## src/pkg/viu_cfg.svh

```systemverilog
// Offsets, field positions and reset values of the vectored interrupt unit
`ifndef VIU_CFG_SVH
`define VIU_CFG_SVH
`define VIU_NCH        32
`define VIU_PRIO_W     4
`define VIU_EXT3_CH    5'h11
`define VIU_ADR_W      12
`define VIU_PG_CTRL    4'h0
`define VIU_PG_VECT    4'h1
`define VIU_PG_PRIO    4'h2
`define VIU_OFF_CLASS  8'h00
`define VIU_OFF_ENABLE 8'h04
`define VIU_OFF_RAW    8'h08
`define VIU_OFF_FAST   8'h0C
`define VIU_OFF_NORM   8'h10
`define VIU_OFF_VADDR  8'h14
`define VIU_OFF_RISE0  8'h18
`define VIU_OFF_FALL0  8'h1C
`define VIU_OFF_RISE2  8'h20
`define VIU_OFF_FALL2  8'h24
`define VIU_OFF_EDGE0  8'h28
`define VIU_OFF_EDGE2  8'h2C
`define VIU_OFF_MASK0  8'h30
`define VIU_OFF_MASK2  8'h34
`define VIU_RST_WORD   32'h0000_0000
`define VIU_RST_PRIO   4'h0
`define VIU_WARM_CYC   2'h3
`endif

```

## src/pkg/viu_pkg.sv

```systemverilog
// Types of the vectored interrupt unit
`include "viu_cfg.svh"
package viu_pkg;
   typedef struct packed {
      logic                    cyc;
      logic                    stb;
      logic                    we;
      logic [`VIU_ADR_W-1:0]   adr;
      logic [3:0]              sel;
      logic [31:0]             dat;
   } viu_wb_req_s;
   typedef struct packed {
      logic                    ack;
      logic [31:0]             dat;
   } viu_wb_rsp_s;
   typedef struct packed {
      logic [31:0]                             fast_sel;
      logic [31:0]                             enable;
      logic [`VIU_NCH-1:0][31:0]               vect;
      logic [`VIU_NCH-1:0][`VIU_PRIO_W-1:0]    prio;
      logic [1:0][31:0]                        rise_en;
      logic [1:0][31:0]                        fall_en;
      logic [1:0][31:0]                        mask;
      logic [31:0]                             vect_addr;
      logic                                    ack;
      logic [31:0]                             rdat;
   } viu_state_s;
   typedef struct packed {
      logic [63:0]             sync1;
      logic [63:0]             sync2;
      logic [63:0]             prev;
      logic [63:0]             flag;
      logic [1:0]              warm;
   } viu_edge_state_s;
endpackage

```

## src/rtl/viu_edge_detect.sv

```systemverilog
// Pin edge detector with sticky flags for the two gpio ports
`timescale 1ns/1ps
module viu_edge_detect
   import viu_pkg::*;
(
   input  wire logic        clk_i,
   input  wire logic        rst_i,
   input  wire logic [63:0] pins_i,
   input  wire logic [63:0] rise_en_i,
   input  wire logic [63:0] fall_en_i,
   input  wire logic [63:0] clr_i,
   output logic      [63:0] flag_o
);
   viu_edge_state_s s_reg;
   viu_edge_state_s s_next;
   logic [63:0]     rise;
   logic [63:0]     fall;

   always_comb
   begin
      s_next = s_reg;
      s_next.sync1 = pins_i;
      s_next.sync2 = s_reg.sync1;
      s_next.prev = s_reg.sync2;
      if (s_reg.warm != `VIU_WARM_CYC)
      begin
         s_next.warm = s_reg.warm + 2'h1;
      end
      // Edges ignored until the pipeline holds real pin levels
      rise = (s_reg.warm == `VIU_WARM_CYC) ? (s_reg.sync2 & ~s_reg.prev) : 64'h0;
      fall = (s_reg.warm == `VIU_WARM_CYC) ? (~s_reg.sync2 & s_reg.prev) : 64'h0;
      // Set wins over clear
      s_next.flag = (s_reg.flag & ~clr_i) | (rise & rise_en_i) | (fall & fall_en_i);
   end

   always_ff @(posedge clk_i)
   begin
      if (rst_i)
      begin
         s_reg <= '0;
      end
      else
      begin
         s_reg <= s_next;
      end
   end

   assign flag_o = s_reg.flag;
endmodule

```

## src/rtl/viu_vector_irq_unit.sv

```systemverilog
// Vectored interrupt unit with fast class, priorities and gpio edge merge
//
// Summary of operation
// - 32 inputs, each software-classed fast or vectored
// - Fast class takes precedence over vectored class
// - Fast output ORs active fast-class requests
// - Readable word shows requesting fast sources
// - Non-fast inputs are vectored with programmable priority
// - Equal priority ties pick lowest channel
// - Normal output ORs active vectored requests
// - Readable register gives selected handler address
// - 64 port pins raise rising/falling/both edge interrupts
// - Port edge requests merge onto external line three
//
// Added by the designer: the address map and the Wishbone register port.
`timescale 1ns/1ps
module viu_vector_irq_unit
   import viu_pkg::*;
(
   input  wire logic        clk_i,
   input  wire logic        rst_i,
   input  viu_wb_req_s      wb_i,
   output viu_wb_rsp_s      wb_o,
   input  wire logic [31:0] irq_req_i,
   input  wire logic [31:0] gpio_port_first_i,
   input  wire logic [31:0] gpio_port_third_i,
   output logic             fast_irq_line_o,
   output logic             norm_irq_o,
   output logic             gpio_irq_o
);
   viu_state_s                 s_reg;
   viu_state_s                 s_next;
   logic [63:0]                edge_flag;
   logic [63:0]                edge_clr;
   logic [31:0]                line;
   logic [31:0]                act;
   logic [31:0]                fast_act;
   logic [31:0]                norm_act;
   logic                       gpio_pend;
   logic [31:0]                rd_word;
   logic [31:0]                wones;
   logic                       req;
   logic                       wr;
   logic [3:0]                 page;
   logic [7:0]                 off;
   logic [4:0]                 idx;
   logic [`VIU_PRIO_W-1:0]     best_p;
   logic [4:0]                 best_i;
   logic                       any_v;
   logic [31:0]                sel_vec;
   logic                       bad_sel;

   function automatic logic [31:0] merge(input logic [31:0] old_w, input logic [31:0] new_w,
                                         input logic [3:0] sel);
      logic [31:0] r;
      r = old_w;
      for (int b = 0; b < 4; b++)
      begin
         if (sel[b])
         begin
            r[b*8 +: 8] = new_w[b*8 +: 8];
         end
      end
      return r;
   endfunction

   viu_edge_detect u_edge (
      .clk_i     (clk_i),
      .rst_i     (rst_i),
      .pins_i    ({gpio_port_third_i, gpio_port_first_i}),
      .rise_en_i ({s_reg.rise_en[1], s_reg.rise_en[0]}),
      .fall_en_i ({s_reg.fall_en[1], s_reg.fall_en[0]}),
      .clr_i     (edge_clr),
      .flag_o    (edge_flag)
   );

   // Request gathering
   always_comb
   begin
      gpio_pend = |(edge_flag & {s_reg.mask[1], s_reg.mask[0]});
      line = irq_req_i;
      line[`VIU_EXT3_CH] = irq_req_i[`VIU_EXT3_CH] | gpio_pend;
      act = line & s_reg.enable;
      fast_act = act & s_reg.fast_sel;
      norm_act = act & ~s_reg.fast_sel;
   end

   assign fast_irq_line_o = |fast_act;
   assign norm_irq_o = |norm_act;
   assign gpio_irq_o = gpio_pend;

   // Vectored arbitration, fast-class channels never compete here
   always_comb
   begin
      best_p = `VIU_RST_PRIO;
      best_i = 5'h00;
      any_v = 1'b0;
      for (int i = `VIU_NCH - 1; i >= 0; i--)
      begin
         if (norm_act[i] && (!any_v || s_reg.prio[i] >= best_p))
         begin
            best_p = s_reg.prio[i];
            best_i = 5'(i);
            any_v = 1'b1;
         end
      end
      sel_vec = s_reg.vect[best_i];
   end

   // Bus decode
   always_comb
   begin
      req = wb_i.cyc & wb_i.stb;
      wr = req & wb_i.we & s_reg.ack;
      page = wb_i.adr[11:8];
      off = wb_i.adr[7:0];
      idx = wb_i.adr[6:2];
      wones = merge(32'h0000_0000, wb_i.dat, wb_i.sel);
      rd_word = 32'h0000_0000;
      case (page)
         `VIU_PG_CTRL:
         begin
            case (off)
               `VIU_OFF_CLASS:  rd_word = s_reg.fast_sel;
               `VIU_OFF_ENABLE: rd_word = s_reg.enable;
               `VIU_OFF_RAW:    rd_word = line;
               `VIU_OFF_FAST:   rd_word = fast_act;
               `VIU_OFF_NORM:   rd_word = norm_act;
               `VIU_OFF_VADDR:  rd_word = s_reg.vect_addr;
               `VIU_OFF_RISE0:  rd_word = s_reg.rise_en[0];
               `VIU_OFF_FALL0:  rd_word = s_reg.fall_en[0];
               `VIU_OFF_RISE2:  rd_word = s_reg.rise_en[1];
               `VIU_OFF_FALL2:  rd_word = s_reg.fall_en[1];
               `VIU_OFF_EDGE0:  rd_word = edge_flag[31:0];
               `VIU_OFF_EDGE2:  rd_word = edge_flag[63:32];
               `VIU_OFF_MASK0:  rd_word = s_reg.mask[0];
               `VIU_OFF_MASK2:  rd_word = s_reg.mask[1];
               default:         rd_word = 32'h0000_0000;
            endcase
         end
         `VIU_PG_VECT:
         begin
            if (!wb_i.adr[7])
            begin
               rd_word = s_reg.vect[idx];
            end
         end
         `VIU_PG_PRIO:
         begin
            if (!wb_i.adr[7])
            begin
               rd_word = {28'h0000000, s_reg.prio[idx]};
            end
         end
         default: rd_word = 32'h0000_0000;
      endcase
   end

   // Next state
   always_comb
   begin
      s_next = s_reg;
      edge_clr = 64'h0;
      s_next.ack = req & ~s_reg.ack;
      if (req & ~s_reg.ack)
      begin
         s_next.rdat = rd_word;
      end
      if (wr && page == `VIU_PG_CTRL)
      begin
         case (off)
            `VIU_OFF_CLASS:  s_next.fast_sel = merge(s_reg.fast_sel, wb_i.dat, wb_i.sel);
            `VIU_OFF_ENABLE: s_next.enable = merge(s_reg.enable, wb_i.dat, wb_i.sel);
            `VIU_OFF_RISE0:  s_next.rise_en[0] = merge(s_reg.rise_en[0], wb_i.dat, wb_i.sel);
            `VIU_OFF_FALL0:  s_next.fall_en[0] = merge(s_reg.fall_en[0], wb_i.dat, wb_i.sel);
            `VIU_OFF_RISE2:  s_next.rise_en[1] = merge(s_reg.rise_en[1], wb_i.dat, wb_i.sel);
            `VIU_OFF_FALL2:  s_next.fall_en[1] = merge(s_reg.fall_en[1], wb_i.dat, wb_i.sel);
            `VIU_OFF_EDGE0:  edge_clr[31:0] = wones;
            `VIU_OFF_EDGE2:  edge_clr[63:32] = wones;
            `VIU_OFF_MASK0:  s_next.mask[0] = merge(s_reg.mask[0], wb_i.dat, wb_i.sel);
            `VIU_OFF_MASK2:  s_next.mask[1] = merge(s_reg.mask[1], wb_i.dat, wb_i.sel);
            default:         ;
         endcase
      end
      if (wr && page == `VIU_PG_VECT && !wb_i.adr[7])
      begin
         s_next.vect[idx] = merge(s_reg.vect[idx], wb_i.dat, wb_i.sel);
      end
      if (wr && page == `VIU_PG_PRIO && !wb_i.adr[7] && wb_i.sel[0])
      begin
         s_next.prio[idx] = wb_i.dat[`VIU_PRIO_W-1:0];
      end
      s_next.vect_addr = any_v ? sel_vec : `VIU_RST_WORD;
   end

   always_ff @(posedge clk_i)
   begin
      if (rst_i)
      begin
         s_reg <= '0;
      end
      else
      begin
         s_reg <= s_next;
      end
   end

   assign wb_o.ack = s_reg.ack;
   assign wb_o.dat = s_reg.rdat;

   // Checking helper
   always_comb
   begin
      bad_sel = 1'b0;
      for (int j = 0; j < `VIU_NCH; j++)
      begin
         if (norm_act[j] && (s_reg.prio[j] > best_p || (s_reg.prio[j] == best_p && 5'(j) < best_i)))
         begin
            bad_sel = 1'b1;
         end
      end
   end
endmodule

```

## config.mk

```make
export PLATFORM = sky130hd
export DESIGN_NAME = viu_vector_irq_unit
export DESIGN_NICKNAME = d
export VERILOG_FILES = /design/src/pkg/viu_pkg.sv /design/src/rtl/viu_edge_detect.sv /design/src/rtl/viu_vector_irq_unit.sv
export VERILOG_INCLUDE_DIRS = /design/src /design/src/pkg
export SDC_FILE = /design/constraint.sdc
export NUM_CORES = 2
export LEC_CHECK = 0
export BUFFER_PORTS_ARGS = -buffer_cell sky130_fd_sc_hd__buf_4
export CORE_MARGIN = 2
export CORE_UTILIZATION = 45
export CTS_BUF_LIST = sky130_fd_sc_hd__clkbuf_16
export DETAILED_ROUTE_END_ITERATION = 8
export GPL_TIMING_DRIVEN = 0
export MAX_ROUTING_LAYER = met4
export PLACE_DENSITY_LB_ADDON = 0.25
export SLEW_MARGIN = 20
export SYNTH_ARGS = -nofsm -noshare
export SYNTH_HDL_FRONTEND = slang
export SYNTH_SLANG_ARGS = --single-unit
```

## constraint.sdc

```tcl
create_clock -name clk_i -period 175.4 [get_ports clk_i]
set_input_delay 35.08 -clock clk_i [delete_from_list [all_inputs] [get_ports clk_i]]
set_output_delay 35.08 -clock clk_i [all_outputs]
set_load 0.05 [all_outputs]
```

==> summary.md <==
| Metric | Value |
|---|---|
| Run status | complete, no violations |
| Post-Syn Area | 0.0876 mm^2 |
| Root buf cell | clkbuf_16 |
| Setup bufs post-CTS | 0 |
| Chip Width | 445 um |
| Vias | 98100 |
| Number of library cell types mapped by synthesis | 98 |
| Post-DR vias/cell | 6.86 |
| Vias in the first global route | 89000 |
| Synth Net Count | 11400 |
| Minimum clock period | 97150 ps |
| Initial antenna violation count | 40 |
| Hpwl dp | 422 mm |
| Routed wire length | 550 mm |
| Top cell type's share of synthesized area | 0.396 |
| Register area share after synthesis | 0.396 |
| Hold WC Path Type | register to register |
| CTS Hold Bufs | 0 |
| Slowest cell on crit path | nand3b_1 |
| Setup crit start kind | input pin |
| Area leader, netlist | dfxtp_1 |
| Die ar. | 0.198 mm^2 |
| RSZ-0062 raised after global routing | false |
| Worst path max stage delay | 1100 ps |
| # DRC | 0 |
| Mean Syn Cell Area | 7.87 um^2 |
| Max reg flops | 1440 |
| Commonest cells post-synth | nand2_1 (3603), dfxtp_1 (1731), a21oi_1 (1571), clkbuf_1 (802), nor2_1 (380) |
| Synth Register Bits | 1731 |
| Die span in y | 445 um |
| Clock Path Buffers | 3 |
| Clock skew | 42.1 ps |
| Multi-input logic area | 0.0490 mm^2 |
| Critical Path RT | 176080 ps |
| 1st-pass router iterations | 9 |
| IO Port Bufs | 173 |
| Fin Setup TNS | 0 ps |
| Peak supply drop | 0.0113 mV |
| Max Freq | 10.3 MHz |
| Core area | 0.193 mm^2 |
| Pin count of the biggest net entering global routing | 17 |
| Nets | 11800 |
| Synth Flop Type | dfxtp_1 |
| Cell Pwr Density | 8.77 mW/mm^2 |
| Post-DP Area | 0.0930 mm^2 |
| CTS clock-pin slew for the worst setup and hold paths | 60 ps |
| Starting DRT DRC Count | 17500 |
| Asr flop ratio synth | 0 |
| WS Path Type | input pin to register |
| GRT overflow | 0 |
| CTS sink cnt | 1731 |
| Number of synthesis warnings | 0 |
| First-pass GRT wire length | 734 mm |
| Slew Limit Fails | 0 |
| Headroom to the max-slew limit | 0.0348 |
| Detail Route Antenna Nets | 0 |
| Clock latency on the worst-skew pair | 910 ps |
| Buffers & Inverters on Critical Path | 21 |
| Routability cong. | 1.17 |
| Final Cell Area | 0.0995 mm^2 |
| WP data arrival | 97830 ps |
| CP top delay family | compound AO/OA/AOI/OAI gates |
| Htree depth | 4 |
| Lkg Pwr | 32.5 nW |
| Critical Path End Type | register |
| Filler cells | 18700 |
| Post-Synthesis Cells | 11100 |
| Area Overhead vs Synth | 13.6% |
| CP Max Fanout | 10 |
| Global-route total usage across every layer | 0.553 |
| Initial Utilization | 0.454 |
| CTS tree | yes |
| Row cnt | 161 |
| Post-cts sizing count | 0 |
| Cell repeated most along the worst path | ha_1 |
| Max_cap viols | 0 |
| IO Count | 185 |
| Register area | 0.0347 mm^2 |
| Number of synthesized flops with an enable pin | 0 |
| Routed len/inst | 38.5 um |
| Num CTS Buffers | 192 |
| Setup violators final | 0 |
| Layout cell share with drive strength beyond 1 | 0.109 |
| Least-Margin Pin Slew | 1450 ps |
| Count leader, synth | nand2_1 |
| Fin. Hold Viols | 0 |
| Fin crit share | 0.554 |
| Synth top area cells | dfxtp_1 (40%), nand2_1 (15%), mux4_2 (9.3%) |
## through the flow
step                      hold WS, ps  setup slack (ps)  std cells  total power, mW  utilization
after floorplan                   414             92150      11100            0.428            -
after global placement            419             80050      13800            0.457        0.477
after detailed placement          423             79410      13900            0.459        0.482
after CTS                         437             80010      14200            0.864        0.515
after global routing              457             75580      14300            0.883        0.515
final                             435             78250      14300            0.873        0.516
## worst reg2reg max path: cells and delay by family, from the launching register on
family	cells	cell delay, ps
AOI/OAI and AO/OA	115	27710
muxes	14	5430
buffers and inverters	20	5930
adders and majority gates	37	10550
and+or+nand+nor	65	13050
DFF	1	480
## routing by layer
metal,track usage,routed length (um),vias to the layer above
met1,0.605,183000,46900
met5,-,0,-
li1,-,-,39700
met4,0.552,71200,0
met2,0.748,218000,8801
met3,0.216,77500,2693
## path summary, 6_finish.rpt
check,from,slack [ps],end,cells past startpoint
max,irq_req_i[31],78250,s_reg[55],252
min,u_edge.s_next[160],440,u_edge.s_next[96],1
max reg2reg,s_reg[1440],112040,s_reg[55],251
min reg2reg,u_edge.s_next[160],440,u_edge.s_next[96],1
## cells by family (layout without fill, tap and decap cells)
| group | count (synthesis) | count (layout) | synth area share |
|---|---|---|---|
| adders and majority gates | 107 | 107 | 0.0151 |
| AOI/OAI and AO/OA | 2748 | 2748 | 0.188 |
| DFF | 1731 | 1731 | 0.396 |
| muxes | 537 | 537 | 0.114 |
| buffers and inverters | 1052 | 1626 | 0.0481 |
| other | 0 | 57 | 0 |
| xor gates and xnor gates | 1 | 1 | 0.000100 |
| and+or+nand+nor | 4964 | 4964 | 0.240 |
## cells in the final DEF, fill, tap and decap left out, types with 97 or more instances in the layout
cell type,count
a211oi_1,167
a21oi_1,1571
a221oi_1,107
a22oi_1,162
and3_1,144
buf_2,97
buf_4,230
clkbuf_1,737
clkbuf_16,195
dfxtp_1,1731
ha_1,101
inv_1,116
mux4_2,360
nand2_1,3603
nand3_1,240
nor2_1,368
nor2b_1,202
o21ai_0,299
## report_power, final
| group | internal [mW] | leakage [nW] | switching (mW) |
|---|---|---|---|
| registers | 0.395 | 14.0 | 0.00197 |
| logic | 0.0124 | 15.3 | 0.0452 |
| clock network | 0.231 | 3.21 | 0.188 |
## area by class of cell
class,count,share of cell area
plain buffers,976,0.0406
clock buffers,195,0.0490
well taps,2526,0.0318
repair buffers,218,0.0197
multi-input cells,8357,0.492
clock inverters,161,0.0142
diodes,57,0.00143
inverters,76,0.00287
flip-flops and latches,1731,0.348
Note: power is estimated with default switching activity, not from simulation.
